==> src/core/cfg_loader_pkg.sv <==
// Shared constants, states and pin bundles of the parallel configuration loader.
// Assumes one 25 MHz core clock; all pin timing is derived from its period.
package cfg_loader_pkg;

  // Core clock period and the pin timing figures, in nanoseconds.
  localparam int CLK_PERIOD_NS = 40;
  localparam int T_STATUS_MIN_NS = 2500;
  localparam int T_FIRST_ADDR_MAX_NS = 3500;
  localparam int T_BIT_HALF_NS = 80;

  // Least times round up, longest times round down.
  localparam int STATUS_MIN_CYC = (T_STATUS_MIN_NS + CLK_PERIOD_NS - 1) / CLK_PERIOD_NS;
  localparam int FIRST_ADDR_MAX_CYC = T_FIRST_ADDR_MAX_NS / CLK_PERIOD_NS;
  localparam int BIT_HALF_CYC = (T_BIT_HALF_NS + CLK_PERIOD_NS - 1) / CLK_PERIOD_NS;
  localparam int BIT_PERIOD_CYC = 2 * BIT_HALF_CYC;

  // Address and byte framing.
  localparam int ADDR_W = 18;
  localparam int BYTE_W = 8;
  localparam logic [ADDR_W-1:0] ADDR_FIRST_UP = 18'h00000;
  localparam logic [ADDR_W-1:0] ADDR_FIRST_DOWN = 18'h3FFFF;
  localparam logic [2:0] BIT_LAST = 3'h7;
  localparam logic [2:0] FRAME_HIGH_BITS = 3'h4;

  // Load scheme selected by the mode straps.
  typedef enum logic [1:0] {
    address_count_up_mode = 2'h0,
    address_count_down_mode = 2'h1,
    host_clocked_parallel_mode = 2'h2
  } load_mode_t;

  // Loader states, one-hot.
  typedef enum logic [5:0] {
    ST_IDLE = 6'h01,
    ST_CLEAR = 6'h02,
    ST_LOAD = 6'h04,
    ST_RELEASE = 6'h08,
    ST_USER = 6'h10,
    ST_ERROR = 6'h20
  } load_state_t;

  // Open-drain handshake pins and PROM side pins driven by the loader.
  typedef struct packed {
    logic status_error_n_o;
    logic status_error_n_oe;
    logic config_complete_o;
    logic config_complete_oe;
    logic prom_oe_n;
    logic byte_frame_clock;
    logic serial_bit_clock_o;
    logic serial_bit_clock_oe;
    logic [ADDR_W-1:0] prom_addr;
  } cfg_pins_t;

  // Serial stream handed to the configuration memory.
  typedef struct packed {
    logic bit_value;
    logic bit_valid;
  } cfg_stream_t;

endpackage : cfg_loader_pkg

==> src/core/pin_sync.sv <==
// Two-flop synchroniser for a group of pins.
// Assumes the inputs are asynchronous to mclk and that bits of a group may skew.
`timescale 1ns/1ps
module pin_sync #(
  parameter int WIDTH = 1
) (
  // Clock and reset.
  input wire logic mclk,
  input wire logic arst_n,
  // Pin side and synchronised side.
  input wire logic [WIDTH-1:0] pin_in,
  output logic [WIDTH-1:0] pin_sync_out
);

  logic [WIDTH-1:0] meta_reg;
  logic [WIDTH-1:0] sync_reg;

  // The first stage feeds only the second; nothing else may look at it.
  always_ff @(posedge mclk or negedge arst_n) begin
    if (!arst_n) begin
      meta_reg <= '0;
      sync_reg <= '0;
    end else begin
      meta_reg <= pin_in;
      sync_reg <= meta_reg;
    end
  end

  assign pin_sync_out = sync_reg;

endmodule : pin_sync

==> src/core/parallel_config_loader.sv <==
// Byte-wide configuration loader: active parallel PROM fetch and host-clocked load.
// Assumes open-drain pins are resolved outside and every pin input is asynchronous.
`timescale 1ns/1ps
module parallel_config_loader
  import cfg_loader_pkg::*;
#(
  parameter int CONFIG_BYTES = 1024
) (
  // Clock and reset.
  input wire logic mclk,
  input wire logic arst_n,
  // Configuration control pins.
  input wire logic config_request_n,
  input wire logic config_complete_i,
  input wire logic serial_bit_clock_i,
  input wire logic [BYTE_W-1:0] data_bus_i,
  input wire load_mode_t load_mode,
  // Error report from the configuration memory checker, on mclk.
  input wire logic frame_error,
  // Pin drives and loaded stream.
  output cfg_pins_t pins,
  output cfg_stream_t stream,
  output logic data_bus_release,
  output logic user_mode
);

  localparam int CNT_W = $clog2(CONFIG_BYTES + 1);
  localparam logic [CNT_W-1:0] BYTES_TOTAL = CNT_W'(CONFIG_BYTES);
  localparam logic [6:0] STATUS_MIN = 7'(STATUS_MIN_CYC);
  localparam logic [2:0] BIT_DIV_LAST = 3'(BIT_PERIOD_CYC - 1);
  localparam logic [2:0] BIT_DIV_HALF = 3'(BIT_HALF_CYC);

  // One address step in the selected direction.
  function automatic logic [ADDR_W-1:0] step_addr(input logic [ADDR_W-1:0] a,
                                                  input load_mode_t m);
    step_addr = (m == address_count_down_mode) ? a - 18'h00001 : a + 18'h00001;
  endfunction : step_addr

  // All pins except the load_mode straps pass two flops before any logic reads them.
  logic [BYTE_W+2:0] sync_out;
  logic req_n_s;
  logic complete_s;
  logic hclk_s;
  logic [BYTE_W-1:0] data_s;
  pin_sync #(.WIDTH(BYTE_W + 3)) u_sync (
    .mclk(mclk),
    .arst_n(arst_n),
    .pin_in({config_request_n, config_complete_i, serial_bit_clock_i, data_bus_i}),
    .pin_sync_out(sync_out)
  );
  assign {req_n_s, complete_s, hclk_s, data_s} = sync_out;

  load_state_t state_reg, state_next;
  logic [6:0] timer_reg, timer_next;
  logic [2:0] div_reg, div_next;
  logic [2:0] bit_reg, bit_next;
  logic [CNT_W-1:0] bytes_reg, bytes_next;
  logic [ADDR_W-1:0] addr_reg, addr_next;
  logic [BYTE_W-1:0] shift_reg, shift_next;
  logic have_reg, have_next;
  logic hclk_d_reg;
  logic out_bit_reg, out_bit_next;
  logic out_valid_reg, out_valid_next;
  logic host_mode;
  logic bit_tick;
  logic host_rise;
  logic host_fall;

  assign host_mode = (load_mode == host_clocked_parallel_mode);
  assign bit_tick = (state_reg == ST_LOAD) && !host_mode && (div_reg == BIT_DIV_LAST);
  assign host_rise = host_mode && hclk_s && !hclk_d_reg;
  assign host_fall = host_mode && !hclk_s && hclk_d_reg;

  // Sequencing, bit clock divider, address and shifter, all stepped together.
  always_comb begin
    state_next = state_reg;
    timer_next = timer_reg;
    div_next = div_reg;
    bit_next = bit_reg;
    bytes_next = bytes_reg;
    addr_next = addr_reg;
    shift_next = shift_reg;
    have_next = have_reg;
    out_bit_next = 1'b0;
    out_valid_next = 1'b0;
    case (state_reg)
      ST_IDLE: begin
        state_next = ST_CLEAR;
        timer_next = '0;
      end
      ST_CLEAR: begin
        if (timer_reg != STATUS_MIN) begin
          timer_next = timer_reg + 7'h01;
        end else if (req_n_s) begin
          state_next = ST_LOAD;
          div_next = '0;
          bit_next = '0;
          bytes_next = '0;
          have_next = 1'b0;
          addr_next = (load_mode == address_count_down_mode) ? ADDR_FIRST_DOWN
                                                             : ADDR_FIRST_UP;
        end
      end
      ST_LOAD: begin
        div_next = (div_reg == BIT_DIV_LAST) ? 3'h0 : div_reg + 3'h1;
        if (bit_tick || host_fall) begin
          out_bit_next = shift_reg[BYTE_W-1];
          out_valid_next = have_reg;
          shift_next = {shift_reg[BYTE_W-2:0], 1'b0};
          bit_next = bit_reg + 3'h1;
          if (bit_reg == BIT_LAST && host_mode) begin
            have_next = 1'b0;
            if (bytes_reg == BYTES_TOTAL) begin
              state_next = ST_RELEASE;
            end
          end
        end
        if (bit_tick && bit_reg == BIT_LAST) begin
          // Frame clock rises: take the addressed byte and step the address.
          if (bytes_reg == BYTES_TOTAL) begin
            state_next = ST_RELEASE;
          end else begin
            shift_next = data_s;
            have_next = 1'b1;
            bytes_next = bytes_reg + CNT_W'(1);
            addr_next = step_addr(addr_reg, load_mode);
          end
        end
        if (host_rise && bit_reg == 3'h0 && !have_reg && bytes_reg != BYTES_TOTAL) begin
          shift_next = data_s;
          have_next = 1'b1;
          bytes_next = bytes_reg + CNT_W'(1);
        end
      end
      ST_RELEASE: begin
        if (complete_s) begin
          state_next = ST_USER;
        end
      end
      ST_USER: begin
        state_next = ST_USER;
      end
      ST_ERROR: begin
        state_next = ST_ERROR;
      end
      default: begin
        state_next = ST_IDLE;
      end
    endcase
    if (frame_error && (state_reg == ST_LOAD || state_reg == ST_RELEASE)) begin
      state_next = ST_ERROR;
    end
    // A request low always wins and restarts the load, even from an error.
    if (!req_n_s) begin
      state_next = ST_CLEAR;
      if (state_reg != ST_CLEAR) begin
        timer_next = '0;
      end
    end
  end

  // Registers only.
  always_ff @(posedge mclk or negedge arst_n) begin
    if (!arst_n) begin
      state_reg <= ST_IDLE;
      timer_reg <= '0;
      div_reg <= '0;
      bit_reg <= '0;
      bytes_reg <= '0;
      addr_reg <= ADDR_FIRST_UP;
      shift_reg <= '0;
      have_reg <= 1'b0;
      hclk_d_reg <= 1'b0;
      out_bit_reg <= 1'b0;
      out_valid_reg <= 1'b0;
    end else begin
      state_reg <= state_next;
      timer_reg <= timer_next;
      div_reg <= div_next;
      bit_reg <= bit_next;
      bytes_reg <= bytes_next;
      addr_reg <= addr_next;
      shift_reg <= shift_next;
      have_reg <= have_next;
      hclk_d_reg <= hclk_s;
      out_bit_reg <= out_bit_next;
      out_valid_reg <= out_valid_next;
    end
  end

  // Pin drives. Both handshake pins are open drain and only ever pull low.
  logic drive_status;
  logic drive_complete;
  assign drive_status = (state_reg == ST_IDLE) || (state_reg == ST_CLEAR)
                        || (state_reg == ST_ERROR);
  assign drive_complete = (state_reg == ST_IDLE) || (state_reg == ST_CLEAR)
                          || (state_reg == ST_LOAD) || (state_reg == ST_ERROR);
  always_comb begin
    pins.status_error_n_o = 1'b0;
    pins.status_error_n_oe = drive_status;
    pins.config_complete_o = 1'b0;
    pins.config_complete_oe = drive_complete;
    pins.prom_oe_n = !drive_complete;
    // The frame clock rises at each active-mode byte capture, so every rise also steps the address.
    pins.byte_frame_clock = (state_reg == ST_LOAD) && !host_mode && have_reg
                            && (bit_reg < FRAME_HIGH_BITS);
    pins.serial_bit_clock_o = (div_reg < BIT_DIV_HALF);
    pins.serial_bit_clock_oe = (state_reg == ST_LOAD) && !host_mode;
    pins.prom_addr = addr_reg;
  end
  assign stream.bit_value = out_bit_reg;
  assign stream.bit_valid = out_valid_reg;
  assign user_mode = (state_reg == ST_USER);
  assign data_bus_release = (state_reg == ST_USER);

  // Checks on the loader's own behaviour.
  localparam int FIRST_ADDR_BOUND = FIRST_ADDR_MAX_CYC;
  logic [6:0] low_cnt_reg;
  always_ff @(posedge mclk or negedge arst_n) begin
    if (!arst_n) begin
      low_cnt_reg <= '0;
    end else begin
      low_cnt_reg <= drive_status ? ((low_cnt_reg == 7'h7F) ? low_cnt_reg : low_cnt_reg + 7'h01)
                                  : 7'h00;
    end
  end
endmodule : parallel_config_loader

==> config.mk <==
export PLATFORM = sky130hd
export DESIGN_NAME = parallel_config_loader
export DESIGN_NICKNAME = d
export VERILOG_FILES = /design/src/core/cfg_loader_pkg.sv /design/src/core/pin_sync.sv /design/src/core/parallel_config_loader.sv
export SDC_FILE = /design/constraint.sdc
export NUM_CORES = 1
export LEC_CHECK = 0
export ABC_CLOCK_PERIOD_IN_PS = 8600
export BUFFER_PORTS_ARGS = -buffer_cell sky130_fd_sc_hd__buf_2
export CAP_MARGIN = 30
export CORE_MARGIN = 2
export CORE_UTILIZATION = 55
export CTS_CLUSTER_SIZE = 24
export DETAILED_ROUTE_END_ITERATION = 6
export MAX_ROUTING_LAYER = met4
export PLACE_DENSITY_LB_ADDON = 0.3
export SETUP_SLACK_MARGIN = 0.2
export SYNTH_ARGS = -nofsm -noshare
export SYNTH_HDL_FRONTEND = slang
export SYNTH_SLANG_ARGS = --single-unit
export TNS_END_PERCENT = 100
==> constraint.sdc <==
create_clock -name mclk -period 8.6 [get_ports mclk]
set_input_delay 0.43 -clock mclk [delete_from_list [all_inputs] [get_ports mclk]]
set_output_delay 0.43 -clock mclk [all_outputs]
set_load 0.005 [all_outputs]
==> implementation parameters <==
Parameter                              Value

Outcome
  Status    finished, final reports clean

STA
  Final critical delay including setup and external delays    between 3 and 4 ns
  Transition time of the tightest slew-check pin    0.981 ns
  Setup TNS after final layout    0 ns
  Number of hold-slack violations in the final timing report    0
  Worst-case hold slack    0.171 ns
  Worst slew margin relative to its limit    0.346
  Final setup fails    0
  Unrepaired setup endpoints after global routing    false
  Share of the clock period used by the worst path after layout    0.402
  Worst Skew    roughly 0.013 ns
  Fmax achieved    289 MHz
  Slew Viols, Final    0

Placed design
  Weighted congestion at the end of routability-driven global placement    approximately 1.0
  Input/output buffers    43
  Post-DP HPWL    approximately 7.6 mm
  Inst Count DP    632

Logic synthesis
  Area share of the largest cell type after synthesis    0.435
  Asr flop ratio synth    1.00
  Most frequently used cell type in the post-synthesis netlist    sky130_fd_sc_hd__dfrtp_1
  Library cells used by synthesis    between 70 and 80
  Cell count after synthesis    521
  Cell types occupying the most area after synthesis    sky130_fd_sc_hd__dfrtp_1, sky130_fd_sc_hd__a21oi_1, sky130_fd_sc_hd__o21ai_0
  Post-synth EDFFs    0
  Cell area after synthesis    between 4000 and 5000 um2
  Synthesis Warnings    0
  Avg Synthesized Cell Area    slightly below 9 um2
  Portion of the post-synthesis area used by sequential elements    0.440
  Most frequent cells after synthesis    sky130_fd_sc_hd__dfrtp_1, sky130_fd_sc_hd__nor2_1, sky130_fd_sc_hd__a21oi_1, sky130_fd_sc_hd__o21ai_0, sky130_fd_sc_hd__nand2_1
  Dominant cell type by area after synthesis    sky130_fd_sc_hd__dfrtp_1
  Top_reg_cell synth    sky130_fd_sc_hd__dfrtp_1
  Synth Register Bits    82

Flow run
  Max_cap viols    0

Finish
  Diodes inserted    0
  Total number of nets in the final design    ~560
  Area growth from synthesis to final layout    8.00%
  Share of cells above drive strength 1    0.149
  Final instance count without filler cells    between 600 and 700
  Number of flip-flops in the largest register    18

CTS
  TritonCTS Buffers    9
  TritonCTS clock tree    yes
  Clock-pin slew on the worst setup and hold paths    roughly 0.08 ns
  CTS Root Cell    sky130_fd_sc_hd__clkbuf_8
  Clock latency reported for the late side of the worst-skew pair    about 0.36 ns
  Maximum number of buffers from clock root to sink    2
  Count of cells resized by post-cts repair    0
  Clock net sink count    82
  H-tree Lvls    3

Worst setup path
  Required time at the endpoint of the critical path    8.81 ns
  CP Launch Type    input pin
  Worst Setup End Kind    flip-flop
  Category of the critical setup timing path    input pin to flip-flop
  Critical path arrival    between 3 and 4 ns
  CP max FO    25

Floorplanning
  Number of rows created at floorplan    33
  Die boundary width    96.1 um
  Area of the die    between 9000 and 10,000 um2
  Number of placed I/O pins    46
  Chip Height    a little under 100 um
  Starting density of the core    0.567
  Area inside the core boundary    approximately 8200 um2

Global route
  Via count of the first global-routing pass    ~3,600
  First-pass GRT wire length    between 15 and 20 mm
  Global route overflow    0
  Largest net degree at the start of global routing    74
  GRT Overall Usage    0.261
  Initial antenna violation count    0

Detailed routing
  Via count    between 4,000 and 5,000
  Wirelength per Cell    17.1 um
  Number of search-and-repair iterations in the first detailed-routing pass    5
  Final routed wirelength across all metal layers    11.1 mm
  Remaining antenna violation count after routing    0
  DRC Markers    0
  Avg Vias per Cell    between 6 and 7
  Number of violations reported at the end of detailed-routing iteration 0    around 360

Hold path
  Worst min path class    input pin to flip-flop

Pwr
  Leakage power summed over all cells    around 2.2 nW
  VDD IR-drop max    approximately 0.11 mV
  PwrDens    around 190 nW/um2
## worst max-delay path: stages
cell and delay [ns]:
sky130_fd_sc_hd__buf_2 0.13, sky130_fd_sc_hd__nand2b_1 0.77, sky130_fd_sc_hd__xnor2_1 0.20, sky130_fd_sc_hd__ha_1 0.35, sky130_fd_sc_hd__nand4_1 0.15, sky130_fd_sc_hd__or4b_2 0.66
sky130_fd_sc_hd__a2111oi_0 0.54, sky130_fd_sc_hd__nor2_1 0.11, sky130_fd_sc_hd__o41ai_2 0.21, sky130_fd_sc_hd__o41ai_1 0.11
## path summary, 6_finish.rpt
check	start	to	slack (ns)	cells after the start
max	load_mode[1]	addr_reg[14]	5.14	10
min	config_complete_i	u_sync.meta_reg[9]	0.17	1
max reg2reg	state_reg[3]	addr_reg[12]	5.49	7
min reg2reg	u_sync.meta_reg[8]	u_sync.pin_sync_out[8]	0.35	0
max in group asynchronous	arst_n	addr_reg[11]	7.54	3
min in group asynchronous	arst_n	addr_reg[12]	0.45	2
## what timing repair did
| item | in CTS | in global routing |
|---|---|---|
| hold endpoints to repair | 9 | 0 |
| buffers inserted | 0 | 0 |
| hold buffers | 1 | 0 |
## power by group
group / leakage [nW] / internal [mW] / total [mW] / switching [mW]
sequential: 1.05 / 0.428 / 0.471 / 0.0433
clock: 0.0746 / 0.102 / 0.242 / 0.140
combinational: 1.06 / 0.0934 / 0.228 / 0.135
## metrics by stage
stage / power, mW / instance area [um2] / setup slack (ns) / util
2_1_floorplan: 0.643 / 4670 / 4.99 / -
3_3_place_gp: 0.691 / 4840 / 4.94 / 0.589
3_5_place_dp: 0.705 / 4870 / 4.81 / 0.593
4_1_cts: 0.945 / 5030 / 5.20 / 0.613
5_1_grt: 1.00 / 5030 / 4.81 / 0.613
6_report: 0.941 / 5030 / 5.14 / 0.613
## cell families after synthesis
group / after synthesis / synth area share
DFF: 82 / 0.440
xor gates and xnor gates: 10 / 0.0188
buffers and inverters: 56 / 0.0550
adders and majority gates: 8 / 0.0215
other: 1 / 0.000804
and+or+nand+nor: 196 / 0.226
muxes: 4 / 0.00939
AOI/OAI and AO/OA: 164 / 0.228
## routing by layer
metal	up-vias	part of all wire	GRT usage
li1	1970	-	-
met1	1931	0.48	0.373
met2	153	0.44	0.366
met3	21	0.063	0.0525
met4	0	0.022	0.0988
met5	-	0	-
## layout by cell type (no fill, tap or decap), types with 11 or more instances in the layout
| master | netlist | layout |
|---|---|---|
| sky130_fd_sc_hd__dfrtp_1 | 81 | 81 |
| sky130_fd_sc_hd__nor2_1 | 52 | 52 |
| sky130_fd_sc_hd__buf_2 | 6 | 42 |
| sky130_fd_sc_hd__a21oi_1 | 41 | 41 |
| sky130_fd_sc_hd__o21ai_0 | 39 | 39 |
| sky130_fd_sc_hd__nand2_1 | 37 | 37 |
| sky130_fd_sc_hd__nand3_1 | 18 | 18 |
| sky130_fd_sc_hd__nor3_1 | 18 | 17 |
| sky130_fd_sc_hd__inv_1 | 14 | 14 |
| sky130_fd_sc_hd__a31oi_1 | 13 | 13 |
| sky130_fd_sc_hd__nand4_1 | 11 | 11 |
## cell type report
class,instances,area (um2)
multi-input combinational,384,2360
timing repair buffer,48,278
clock inverter,4,28.8
tap,105,131
clock buffer,10,128
inverter,14,52.6
fill,725,3180
sequential,82,2050
Note: power is estimated with default switching activity, not from simulation.
